### config.mk
export PLATFORM = sky130hd
export DESIGN_NAME = supply_sequencer
export DESIGN_NICKNAME = d
export VERILOG_FILES = /design/src/common/supply_seq_pkg.sv /design/src/rtl/supply_sequencer.sv
export SDC_FILE = /design/constraint.sdc
export NUM_CORES = 1
export LEC_CHECK = 0
export ABC_CLOCK_PERIOD_IN_PS = 7800
export BUFFER_PORTS_ARGS = -buffer_cell sky130_fd_sc_hd__buf_2
export CELL_PAD_IN_SITES_DETAIL_PLACEMENT = 1
export CELL_PAD_IN_SITES_GLOBAL_PLACEMENT = 1
export CORE_MARGIN = 2
export CORE_UTILIZATION = 47
export CTS_BUF_LIST = sky130_fd_sc_hd__clkbuf_16
export DETAILED_ROUTE_END_ITERATION = 8
export GPL_TIMING_DRIVEN = 0
export PLACE_DENSITY = 0.79
export SYNTH_ARGS = -nofsm -noshare
export SYNTH_HDL_FRONTEND = slang
export SYNTH_SLANG_ARGS = --single-unit
export TNS_END_PERCENT = 20
### constraint.sdc
create_clock -name clk -period 7.8 [get_ports clk]
set_clock_uncertainty 0.15 [all_clocks]
set_input_delay 0.78 -clock clk [delete_from_list [all_inputs] [get_ports clk]]
set_output_delay 0.78 -clock clk [all_outputs]
set_load 0.03 [all_outputs]
### src/common/supply_seq_pkg.sv
// Function
// controller owns all supply and enable ordering
// offset, bias, reset wait for settled logic
// bias and reset after offset plus 2ms
// enable released 20us after bias settled
// core supply held 50us after shutdown
// logic supplies held until mirrors discharged
// bias and reset order between them free
// logic inputs low until logic supplies settle
// software issues global bias after power-up
// park completes before hardware power-down
// power loss: emergency park, enable low
// counter-timed delays; reset holds everything off
// ordered visible states, each waits settle/timer
package supply_seq_pkg;

    // ------------------------------------------------------------------
    // timing
    // ------------------------------------------------------------------
    localparam int CLK_HZ               = 10000000;
    localparam int OFFSET_TO_BIAS_US    = 2000;  // nominal 2 ms, min 1 ms
    localparam int BIAS_TO_ENABLE_US    = 20;
    localparam int LOGIC_HOLD_US        = 50;
    localparam int OFFSET_TO_BIAS_CYC   =
        (OFFSET_TO_BIAS_US * (CLK_HZ / 1000000));
    localparam int BIAS_TO_ENABLE_CYC   =
        (BIAS_TO_ENABLE_US * (CLK_HZ / 1000000));
    localparam int LOGIC_HOLD_CYC       =
        (LOGIC_HOLD_US * (CLK_HZ / 1000000));
    localparam int TIMER_W              = 16;

    // ------------------------------------------------------------------
    // sequencer states, gray along power-up then power-down
    // ------------------------------------------------------------------
    typedef enum logic [3:0] {
        ST_OFF       = 4'h0,
        ST_LOGIC_ON  = 4'h1,
        ST_OFFSET_ON = 4'h3,
        ST_OFS_WAIT  = 4'h2,
        ST_BIAS_ON   = 4'h6,
        ST_EN_WAIT   = 4'h7,
        ST_RUN       = 4'h5,
        ST_PARK      = 4'h4,
        ST_DISCHARGE = 4'hc,
        ST_HOLD      = 4'hd,
        ST_DONE      = 4'hf
    } seq_state_t;

endpackage

### src/rtl/supply_sequencer.sv
`timescale 1ns/100ps
module supply_sequencer (
    input  wire logic                           clk,
    input  wire logic                           rst,
    input  wire logic                           power_up_req,
    input  wire logic                           power_down_req,
    input  wire logic                           park_done,
    input  wire logic                           power_loss,
    input  wire logic                           logic_pgood,
    input  wire logic                           offset_pgood,
    input  wire logic                           bias_pgood,
    input  wire logic                           reset_pgood,
    input  wire logic                           mirrors_discharged,
    output logic                                core_logic_en,
    output logic                                array_logic_en,
    output logic                                mirror_offset_en,
    output logic                                mirror_bias_en,
    output logic                                mirror_reset_en,
    output logic                                array_enable_reset_n,
    output logic                                logic_inputs_en,
    output logic                                global_bias_req,
    output logic                                park_req,
    output logic                                emergency_park,
    output logic                                seq_ready,
    output logic [3:0]                          seq_state
);
    import supply_seq_pkg::*;

    // ------------------------------------------------------------------
    // pin synchronisers: three flops, change taken when 2nd and 3rd agree
    // ------------------------------------------------------------------
    localparam int NSYNC = 7;
    logic [NSYNC-1:0] raw_in;
    logic [NSYNC-1:0] s1_reg, s2_reg, s3_reg, filt_reg;
    assign raw_in = {power_loss, park_done, logic_pgood, offset_pgood,
                     bias_pgood, reset_pgood, mirrors_discharged};

    always_ff @(posedge clk) begin
        if (rst) begin
            s1_reg <= '0;
            s2_reg <= '0;
            s3_reg <= '0;
        end else begin
            s1_reg <= raw_in;
            s2_reg <= s1_reg;
            s3_reg <= s2_reg;
        end
    end

    genvar gi;
    generate
        for (gi = 0; gi < NSYNC; gi++) begin : g_filt
            always_ff @(posedge clk) begin
                if (rst)
                    filt_reg[gi] <= 1'b0;
                else if (s2_reg[gi] == s3_reg[gi])
                    filt_reg[gi] <= s3_reg[gi];
            end
        end
    endgenerate

    logic loss_s, park_s, logic_s, ofs_s, bias_s, rstv_s, dis_s;
    assign {loss_s, park_s, logic_s, ofs_s, bias_s, rstv_s, dis_s} = filt_reg;

    // ------------------------------------------------------------------
    // state machine and delay timer
    // ------------------------------------------------------------------
    seq_state_t state_reg, state_next;
    logic [TIMER_W-1:0] timer_reg;
    logic               timer_load;
    logic [TIMER_W-1:0] timer_load_val;
    logic               timer_done;
    assign timer_done = (timer_reg == '0);

    // power loss forces the park path from any powered state
    always_comb begin
        state_next     = state_reg;
        timer_load     = 1'b0;
        timer_load_val = '0;
        case (state_reg)
            ST_OFF: begin
                if (power_up_req && !loss_s)
                    state_next = ST_LOGIC_ON;
            end
            ST_LOGIC_ON: begin
                if (logic_s)
                    state_next = ST_OFFSET_ON;
            end
            ST_OFFSET_ON: begin
                if (ofs_s) begin
                    state_next     = ST_OFS_WAIT;
                    timer_load     = 1'b1;
                    timer_load_val = TIMER_W'(OFFSET_TO_BIAS_CYC - 1);
                end
            end
            ST_OFS_WAIT: begin
                if (timer_done)
                    state_next = ST_BIAS_ON;
            end
            ST_BIAS_ON: begin
                if (bias_s && rstv_s) begin
                    state_next     = ST_EN_WAIT;
                    timer_load     = 1'b1;
                    timer_load_val = TIMER_W'(BIAS_TO_ENABLE_CYC - 1);
                end
            end
            ST_EN_WAIT: begin
                if (timer_done)
                    state_next = ST_RUN;
            end
            ST_RUN: begin
                if (power_down_req)
                    state_next = ST_PARK;
            end
            ST_PARK: begin
                if (park_s)
                    state_next = ST_DISCHARGE;
            end
            ST_DISCHARGE: begin
                if (dis_s) begin
                    state_next     = ST_HOLD;
                    timer_load     = 1'b1;
                    timer_load_val = TIMER_W'(LOGIC_HOLD_CYC - 1);
                end
            end
            ST_HOLD: begin
                if (timer_done)
                    state_next = ST_DONE;
            end
            ST_DONE: begin
                if (!power_up_req)
                    state_next = ST_OFF;
            end
            default: state_next = ST_OFF;
        endcase
        // loss skips software park wait; hardware parks at once
        if (loss_s && state_reg != ST_OFF && state_reg != ST_DISCHARGE &&
            state_reg != ST_HOLD && state_reg != ST_DONE) begin
            state_next = ST_DISCHARGE;
            timer_load = 1'b0;
        end
    end

    always_ff @(posedge clk) begin
        if (rst)
            state_reg <= ST_OFF;
        else
            state_reg <= state_next;
    end

    // counter of known clock measures each minimum delay
    always_ff @(posedge clk) begin
        if (rst)
            timer_reg <= '0;
        else if (timer_load)
            timer_reg <= timer_load_val;
        else if (!timer_done)
            timer_reg <= timer_reg - TIMER_W'(1);
    end

    // ------------------------------------------------------------------
    // registered outputs, decoded from the next state; emergency_park from the current state, global_bias_req from both
    // ------------------------------------------------------------------
    function automatic logic in_set(seq_state_t s, seq_state_t a,
                                    seq_state_t b, seq_state_t c,
                                    seq_state_t d);
        in_set = (s == a) || (s == b) || (s == c) || (s == d);
    endfunction

    logic logic_on_next, offset_on_next, bias_on_next;
    assign logic_on_next  = (state_next != ST_OFF) && (state_next != ST_DONE);
    assign offset_on_next = in_set(state_next, ST_OFFSET_ON, ST_OFS_WAIT,
                                   ST_BIAS_ON, ST_EN_WAIT) ||
                            in_set(state_next, ST_RUN, ST_PARK, ST_PARK,
                                   ST_PARK);
    assign bias_on_next   = in_set(state_next, ST_BIAS_ON, ST_EN_WAIT,
                                   ST_RUN, ST_PARK);

    // supply enables; bias and reset switch together, order is free
    always_ff @(posedge clk) begin
        if (rst) begin
            core_logic_en    <= 1'b0;
            array_logic_en   <= 1'b0;
            mirror_offset_en <= 1'b0;
            mirror_bias_en   <= 1'b0;
            mirror_reset_en  <= 1'b0;
        end else begin
            core_logic_en    <= logic_on_next;
            array_logic_en   <= logic_on_next;
            mirror_offset_en <= offset_on_next;
            mirror_bias_en   <= bias_on_next;
            mirror_reset_en  <= bias_on_next;
        end
    end

    // enable line asserted only in run and park; low otherwise
    always_ff @(posedge clk) begin
        if (rst) begin
            array_enable_reset_n <= 1'b0;
            logic_inputs_en      <= 1'b0;
        end else begin
            array_enable_reset_n <= (state_next == ST_RUN) ||
                                    (state_next == ST_PARK);
            logic_inputs_en      <= logic_on_next && logic_s &&
                                    (state_next != ST_LOGIC_ON);
        end
    end

    // handshakes to controller software and status
    always_ff @(posedge clk) begin
        if (rst) begin
            global_bias_req <= 1'b0;
            park_req        <= 1'b0;
            emergency_park  <= 1'b0;
            seq_ready       <= 1'b0;
            seq_state       <= ST_OFF;
        end else begin
            global_bias_req <= (state_reg == ST_EN_WAIT) &&
                               (state_next == ST_RUN);
            park_req        <= (state_next == ST_PARK);
            emergency_park  <= loss_s && (state_reg != ST_OFF) &&
                               (state_reg != ST_DONE);
            seq_ready       <= (state_next == ST_RUN);
            seq_state       <= state_next;
        end
    end

    // ------------------------------------------------------------------
    // assertions
    // ------------------------------------------------------------------
    // helper ages: cycles that each condition has stood, saturating; the
    // short $past depths alone would miss a delay timer cut too early
    // bit 0 offset on, bit 1 bias and reset on, bit 2 logic on, mirrors off
    // 16 bits saturate far above the longest wait, so no wrap hides a fault
    logic [2:0]         age_run;
    logic [TIMER_W-1:0] age_reg [3];
    assign age_run = {core_logic_en && !mirror_offset_en &&
                      !mirror_bias_en && !mirror_reset_en,
                      mirror_bias_en && mirror_reset_en,
                      mirror_offset_en};

    generate
        for (gi = 0; gi < 3; gi++) begin : g_age
            always_ff @(posedge clk) begin
                if (rst || !age_run[gi])
                    age_reg[gi] <= '0;
                else if (age_reg[gi] != '1)
                    age_reg[gi] <= age_reg[gi] + TIMER_W'(1);
            end
        end
    endgenerate

    // ordering and minimum delays of the supplies
    bias_after_offset_a: assert property (
        @(posedge clk) disable iff (rst)
        $rose(mirror_bias_en) |-> $past(mirror_offset_en, 8) &&
        age_reg[0] >= TIMER_W'(OFFSET_TO_BIAS_CYC))
        else $error("bias enabled without offset wait");
    offset_needs_logic_a: assert property (
        @(posedge clk) disable iff (rst)
        mirror_offset_en |-> core_logic_en && array_logic_en)
        else $error("offset on without logic supplies");
    bias_reset_same_a: assert property (
        @(posedge clk) disable iff (rst)
        mirror_bias_en == mirror_reset_en)
        else $error("bias and reset enables differ");
    enable_needs_bias_a: assert property (
        @(posedge clk) disable iff (rst)
        $rose(array_enable_reset_n) |-> $past(mirror_bias_en, 8) &&
        age_reg[1] >= TIMER_W'(BIAS_TO_ENABLE_CYC))
        else $error("enable released too early");
    logic_held_after_a: assert property (
        @(posedge clk) disable iff (rst)
        $fell(mirror_offset_en) |-> core_logic_en [*8])
        else $error("logic supply dropped early");
    core_hold_time_a: assert property (
        @(posedge clk) disable iff (rst)
        $fell(core_logic_en) && !$past(rst) |->
        age_reg[2] >= TIMER_W'(LOGIC_HOLD_CYC))
        else $error("core supply not held long enough");

    // enable line, handshakes and reset state
    inputs_low_a: assert property (
        @(posedge clk) disable iff (rst)
        logic_inputs_en |-> core_logic_en)
        else $error("logic inputs driven without supply");
    bias_cmd_pulse_a: assert property (
        @(posedge clk) disable iff (rst)
        global_bias_req |-> array_enable_reset_n ##1 !global_bias_req)
        else $error("bias command not one pulse in run");
    park_before_off_a: assert property (
        @(posedge clk) disable iff (rst)
        $fell(mirror_offset_en) && !$past(rst) |->
        $past(park_s) || $past(loss_s))
        else $error("mirror supplies off before park done");
    loss_enable_low_a: assert property (
        @(posedge clk) disable iff (rst)
        $rose(loss_s) && state_reg != ST_OFF |-> ##[1:3]
        !array_enable_reset_n)
        else $error("enable not low after power loss");
    reset_off_a: assert property (
        @(posedge clk)
        $past(rst) |-> !array_enable_reset_n && !mirror_bias_en)
        else $error("outputs active after reset");

endmodule

# After elaboration in Yosys (flattened, before gate mapping)
# Index checks and enable logic that the tools add are counted.
[op_classes] add_sub_neg=1 n_eq_ne=29 muxes=24 n_reduce_logical=26
[ops] op="$mux 4" count=12
[ops] op="$pmux 15 s3" count=1
[ops] op="$pmux 4 s11" count=1
[ops] op="$eq 4x3->1 const B" count=8
[ops] op="$mux 16" count=2
[ops] op="$eq 4x2->1 const B" count=4
[ops] op="$logic_not 16->1" count=1
[ops] op="$ne 4x4->1 const B" count=4
[ops] op="$sub 16x1->16 const B" count=1
[ops] op="$mux 15" count=1
[ops] op="$eq 4x4->1 const B" count=3
[ops] op="$logic_and 1x1->1" count=11
[ops] op="$logic_or 1x1->1" count=10
[ops] op="$mux 9" count=1
[ops] op="$mux 8" count=1
[ops] op="$reduce_bool 4->1" count=2
[ops] op="$eq 1x1->1" count=7
[ops] op="$eq 4x1->1 const B" count=1
[ops] op="$logic_not 4->1" count=1
[ops] op="$mux 1" count=4
[ops] op="$ne 4x1->1 const B" count=1
[ops] op="$pmux 1 s3" count=1
[ops] op="$ne 2x2->1 const B" count=1
[ops] op="$logic_not 1->1" count=1
[totals] reg_bits=57 out_inout_bits=15

# Longest topological paths before layout
[depth] word_depth=11 mapped_depth=8 mapped_depth_nobuf=8

# Worst setup path after synthesis
# Ideal clock, no wire load.
[synth_timing] kind="register -> register" from="register timer_reg[2]" to="register timer_reg[15]" setup_ps=130 t_arrival_ps=2308 required_time_ps=7520 slack_ps=5212 path_stages_with_launch=7 path_buffers=0 synth_period_minus_slack_ps=2588 cell_sequence="dfxtp_1 or3_4 or4_4 or4_4 or4_4 xor2_1 nor3_2"
[synth_via] elab_chain_cells=3
[synth_lines] item="start, declared" line_no="supply_sequencer.sv:69" text="logic [TIMER_W-1:0] timer_reg;"
[synth_lines] item="start signal, assigned" line_no="supply_sequencer.sv:156" text="timer_reg <= timer_load_val;"
[synth_lines] item="start signal, assigned" line_no="supply_sequencer.sv:158" text="timer_reg <= timer_reg - TIMER_W'(1);"
[synth_lines] item="$sub 16x1->16" line_no="supply_sequencer.sv:158"
[synth_lines] item="$mux 16" line_no="supply_sequencer.sv:157" text="else if (!timer_done)"
[synth_lines] item="$mux 16" line_no="supply_sequencer.sv:155" text="else if (timer_load)"
# Several ways; a longest one is shown, not always the timed one. The select of a mux whose other input is x is not followed.
# A chain may end at the register's enable or synchronous reset.

# Final worst setup path
[layout_timing] from="register timer_reg[0]" to="register global_bias_req"
[layout_via] elab_chain_cells=6
[layout_lines] item="$logic_not 16->1 *" line_no="supply_sequencer.sv:73" text="assign timer_done = (timer_reg == '0);"
[layout_lines] item="$mux 4, on equally long branches" line_no="supply_sequencer.sv:127, supply_sequencer.sv:97, supply_sequencer.sv:108"
[layout_lines] item="$pmux 4 s11 *" line_no="supply_sequencer.sv:80" text="case (state_reg)"
[layout_lines] item="$mux 4 *" line_no="supply_sequencer.sv:137" text="if (loss_s && state_reg != ST_OFF && state_reg != ST_DISCHARGE &&"
[layout_lines] item="$eq 4x3->1 *" line_no="supply_sequencer.sv:219" text="(state_next == ST_RUN);"
[layout_lines] item="$logic_and 1x1->1 *" line_no="supply_sequencer.sv:218" text="global_bias_req <= (state_reg == ST_EN_WAIT) &&"
[layout_lines] item="end signal, assigned" line_no="supply_sequencer.sv:218"
[layout_lines] item="end, declared" line_no="supply_sequencer.sv:21" text="output logic global_bias_req,"
# Every way passes the cells marked *; elsewhere a longest branch is shown, timed or not.

==> key figures <==
Min path
  – Hold path endpoint: s2_reg[2]$_SDFF_PP0_
  – Depth of the worst hold-timing path: 1
  – Start point of the worst min-delay path: s1_reg[2]$_SDFF_PP0_
  – Worst hold path class: reg2reg

Synthesis
  – Total nets after synthesis: 264
  – Synthesized area divided by synthesized cell count: approximately 9.2 µm²
  – Post-synthesis instance total: 252
  – Main combinational cell family by area after synthesis: simple AND/OR/NAND/NOR gates
  – Mapped Area: 2320 µm²
  – Cell type with the highest aggregate area in the netlist: sky130_fd_sc_hd__dfxtp_1
  – Fraction of the mapped netlist area in compound gates: 0.149
  – Post-synth EDFFs: 0
  – Most used DFF post-synth: sky130_fd_sc_hd__dfxtp_1
  – Count of unique library cells instantiated by Yosys: just over 50
  – Seq cells post-synth: 57
  – Arithmetic-cell share of the synthesized area counting full adders, half adders and majority gates: 0.00539
  – Main area contributors after synthesis: sky130_fd_sc_hd__dfxtp_1 (49%), sky130_fd_sc_hd__nor2b_1 (6.2%), sky130_fd_sc_hd__a21oi_1 (3.9%)
  – Multiplexer area fraction after synthesis: 0
  – Sequential area share after synthesis: 0.492
  – Simple-Gate Fraction of Synth Area: 0.276
  – Number of warnings issued by yosys: 0
  – XOR/XNOR Fraction of Synth Area: 0.0453
  – Area share of the largest cell type after synthesis: 0.492
  – Share of synthesized flip-flops with an asynchronous set or reset: 0

Setup path
  – Depth of the worst register-to-register path: 8
  – Largest fanout on the critical path: 7
  – Data required time of the critical path: 7900 ps
  – Crit Reg-Reg Startpoint: timer_reg[0]$_SDFFE_PP0P_
  – Critical path capture point type: flip-flop
  – Critical path arrival: 3090 ps
  – Kind of critical path: reg2reg
  – Sort of element at the start of the critical path: flip-flop
  – Crit Reg-Reg Endpoint: global_bias_req$_SDFF_PP0_
  – Setup slack, reg-to-reg: 4810 ps

Timing
  – Top achievable clock speed: 0.335 GHz
  – Final hold violation count: 0
  – Number of endpoints failing setup at the final stage: 0
  – Total Negative Setup Slacks: 0 ps
  – Slew Viols, Final: 0
  – RSZ-0062 raised after global routing: no
  – Post-route clock period utilization: 0.383
  – Post-route setup slack: approximately 4800 ps
  – Min Tclk post-route: approximately 3000 ps
  – Max-Slew Margin vs Limit: 0.637
  – Worst slew pin tran: 537 ps

CTS
  – CTS tree: built
  – Clock slew at the register clock pins of the worst setup and hold paths: 50 ps
  – Total of hold buffers inserted after clock tree synthesis: 0
  – # Post-CTS Setup Buffers: 0
  – CTS H-tree depth: 3
  – TritonCTS buffer count: 9
  – Worst-Skew Late Latency: approximately 320 ps
  – Maximum clock path buffer count: 2
  – Total number of clock tree sinks: 57
  – Number of gates resized after cts: 0
  – Root cell of the clock tree: sky130_fd_sc_hd__clkbuf_16

Global routing
  – Wire length of the first global-routing pass: 9870 µm
  – Number of global-route vias before repair: 1983
  – Antenna violations before repair: 0
  – Leftover overflow at the end of global routing: 0
  – Pin count of the biggest net entering global routing: 12
  – Global Route Usage Sum: 0.245

Cells and area
  – Most common library cell in the layout ignoring fill and taps: sky130_fd_sc_hd__dfxtp_1
  – Fraction of layout cells with a size suffix above 1: 0.188
  – Most frequent cells in the layout: sky130_fd_sc_hd__dfxtp_1 (57), sky130_fd_sc_hd__buf_2 (25), sky130_fd_sc_hd__nor2b_1 (23)
  – Non-filler instance count after layout: 360
  – Largest register FFs: 16
  – Fill cell instance count of the final layout: 584
  – FF/Latch Area: ~1100 µm²
  – Number of nets in the finished design: 300
  – Syn-to-layout area delta: 21.8%
  – Area of combinational cells with multiple inputs: 1100 µm²
  – Inserted Diodes: 0

Run status
  – Result of the run: finished clean

Drt
  – Drt initial violations: 130
  – Detail-routed via count per cell: 5.40
  – Routed WL per cell: 16.6 µm
  – WL final: 5980 µm
  – Number of nets with antenna violations after detailed routing: 0
  – Final routed DRC violation total: 0
  – Routed via count: 1943
  – Number of iterations in the first detailed-routing pass: 4

Floorplan
  – Die width: 74.3 µm
  – DIE HEIGHT: 74.3 µm
  – Die area: roughly 5500 µm²
  – Std-Cell Rows: 25
  – Area of the core: 4750 µm²
  – Initial core utilization: 0.488
  – Number of placed I/O pins: 26

Placement
  – Place WS: 4960 ps
  – Placed cell count: 344
  – Final HPWL from detailed placement: 3790 µm
  – Number of port buffers: 25
  – Global placer's final weighted congestion: 0.820

Power and ir drop
  – Power density cells: 358 nW/µm²
  – Fraction of power consumed by sequential logic: 0.359
  – Part of the power in combinational logic: 0.264
  – Net switching power figure: between 300 and 400 µW
  – Internal power: 701 µW
  – Switching power share of the total: 0.308
  – Largest vdd supply drop: 0.000190 V
  – LEAKAGE: 1.13 nW
  – Share of power burned in the clock network: 0.377

Job
  – Maximum capacitance violations: 0
[worst max-delay path by stage]
stage | start | end | depth (start not counted)
2_1_floorplan | timer_reg[2]$_SDFFE_PP0P_ | timer_reg[15]$_SDFFE_PP0P_ | 6
3_3_place_gp | timer_reg[0]$_SDFFE_PP0P_ | global_bias_req$_SDFF_PP0_ | 8
3_5_place_dp | timer_reg[0]$_SDFFE_PP0P_ | mirror_offset_en$_SDFF_PP0_ | 7
4_1_cts | timer_reg[0]$_SDFFE_PP0P_ | global_bias_req$_SDFF_PP0_ | 8
5_1_grt | timer_reg[0]$_SDFFE_PP0P_ | global_bias_req$_SDFF_PP0_ | 8
6_report | timer_reg[0]$_SDFFE_PP0P_ | global_bias_req$_SDFF_PP0_ | 8
[critical path, stage by stage (launching register included)]
cell	delay, ps
sky130_fd_sc_hd__dfxtp_1	340
sky130_fd_sc_hd__inv_1	100
sky130_fd_sc_hd__ha_1	250
sky130_fd_sc_hd__or4b_2	660
sky130_fd_sc_hd__nor4_4	420
sky130_fd_sc_hd__a31oi_1	210
sky130_fd_sc_hd__nor4_1	440
sky130_fd_sc_hd__nand2_1	190
sky130_fd_sc_hd__nor3_1	150
[cell families after synthesis]
family / after synthesis
buffers and inverters: 18
AO/OA/AOI/OAI: 54
flip-flops: 57
AND/OR/NAND/NOR: 110
XOR/XNOR: 12
adder cells (fa/ha/maj): 1
[power groups by stage]
stage | sequential (mW) | combinational [mW] | clock [mW]
2_1_floorplan | 0.361 | 0.218 | 0
3_3_place_gp | 0.366 | 0.256 | 0
3_5_place_dp | 0.368 | 0.261 | 0
4_1_cts | 0.363 | 0.269 | 0.388
5_1_grt | 0.368 | 0.297 | 0.405
6_report | 0.363 | 0.268 | 0.381
[metrics by stage]
stage | hold WS, ps | util | total power [mW] | instance area, µm²
finish | 289 | 0.594 | 1.01 | 2830
global route | 308 | 0.594 | 1.07 | 2830
CTS | 298 | 0.594 | 1.02 | 2830
detailed placement | 278 | 0.532 | 0.629 | 2530
global placement | 269 | 0.532 | 0.623 | 2530
floorplan | 264 | - | 0.579 | 2320
[synthesized netlist by cell type, types with 4 or more instances]
cell,instances
sky130_fd_sc_hd__dfxtp_1,57
sky130_fd_sc_hd__nor4_1,4
sky130_fd_sc_hd__nand3_1,4
sky130_fd_sc_hd__xor2_1,6
sky130_fd_sc_hd__inv_1,6
sky130_fd_sc_hd__o21ai_0,10
sky130_fd_sc_hd__xnor2_1,6
sky130_fd_sc_hd__nor2_1,22
sky130_fd_sc_hd__nand2_1,22
sky130_fd_sc_hd__nor2b_1,23
sky130_fd_sc_hd__a31oi_1,4
sky130_fd_sc_hd__clkbuf_1,10
sky130_fd_sc_hd__a21oi_1,18
sky130_fd_sc_hd__nor3_1,6
[routing by layer]
metal	global-route usage	vias up	part of all wire
met5	0	-	0
met4	0.129	0	0.022
met3	0.0637	13	0.030
met2	0.412	35	0.50
met1	0.289	944	0.45
li1	-	951	-
[final cells by class]
cell class	instances	area share
Buffer	12	0.0186
Clock inverter	7	0.0252
Timing Repair Buffer	25	0.0443
Multi-Input combinational cell	177	0.391
Clock buffer	9	0.0797
Tap cell	67	0.0297
Sequential cell	57	0.404
Inverter	6	0.00797
Note: power is estimated with default switching activity, not from simulation.
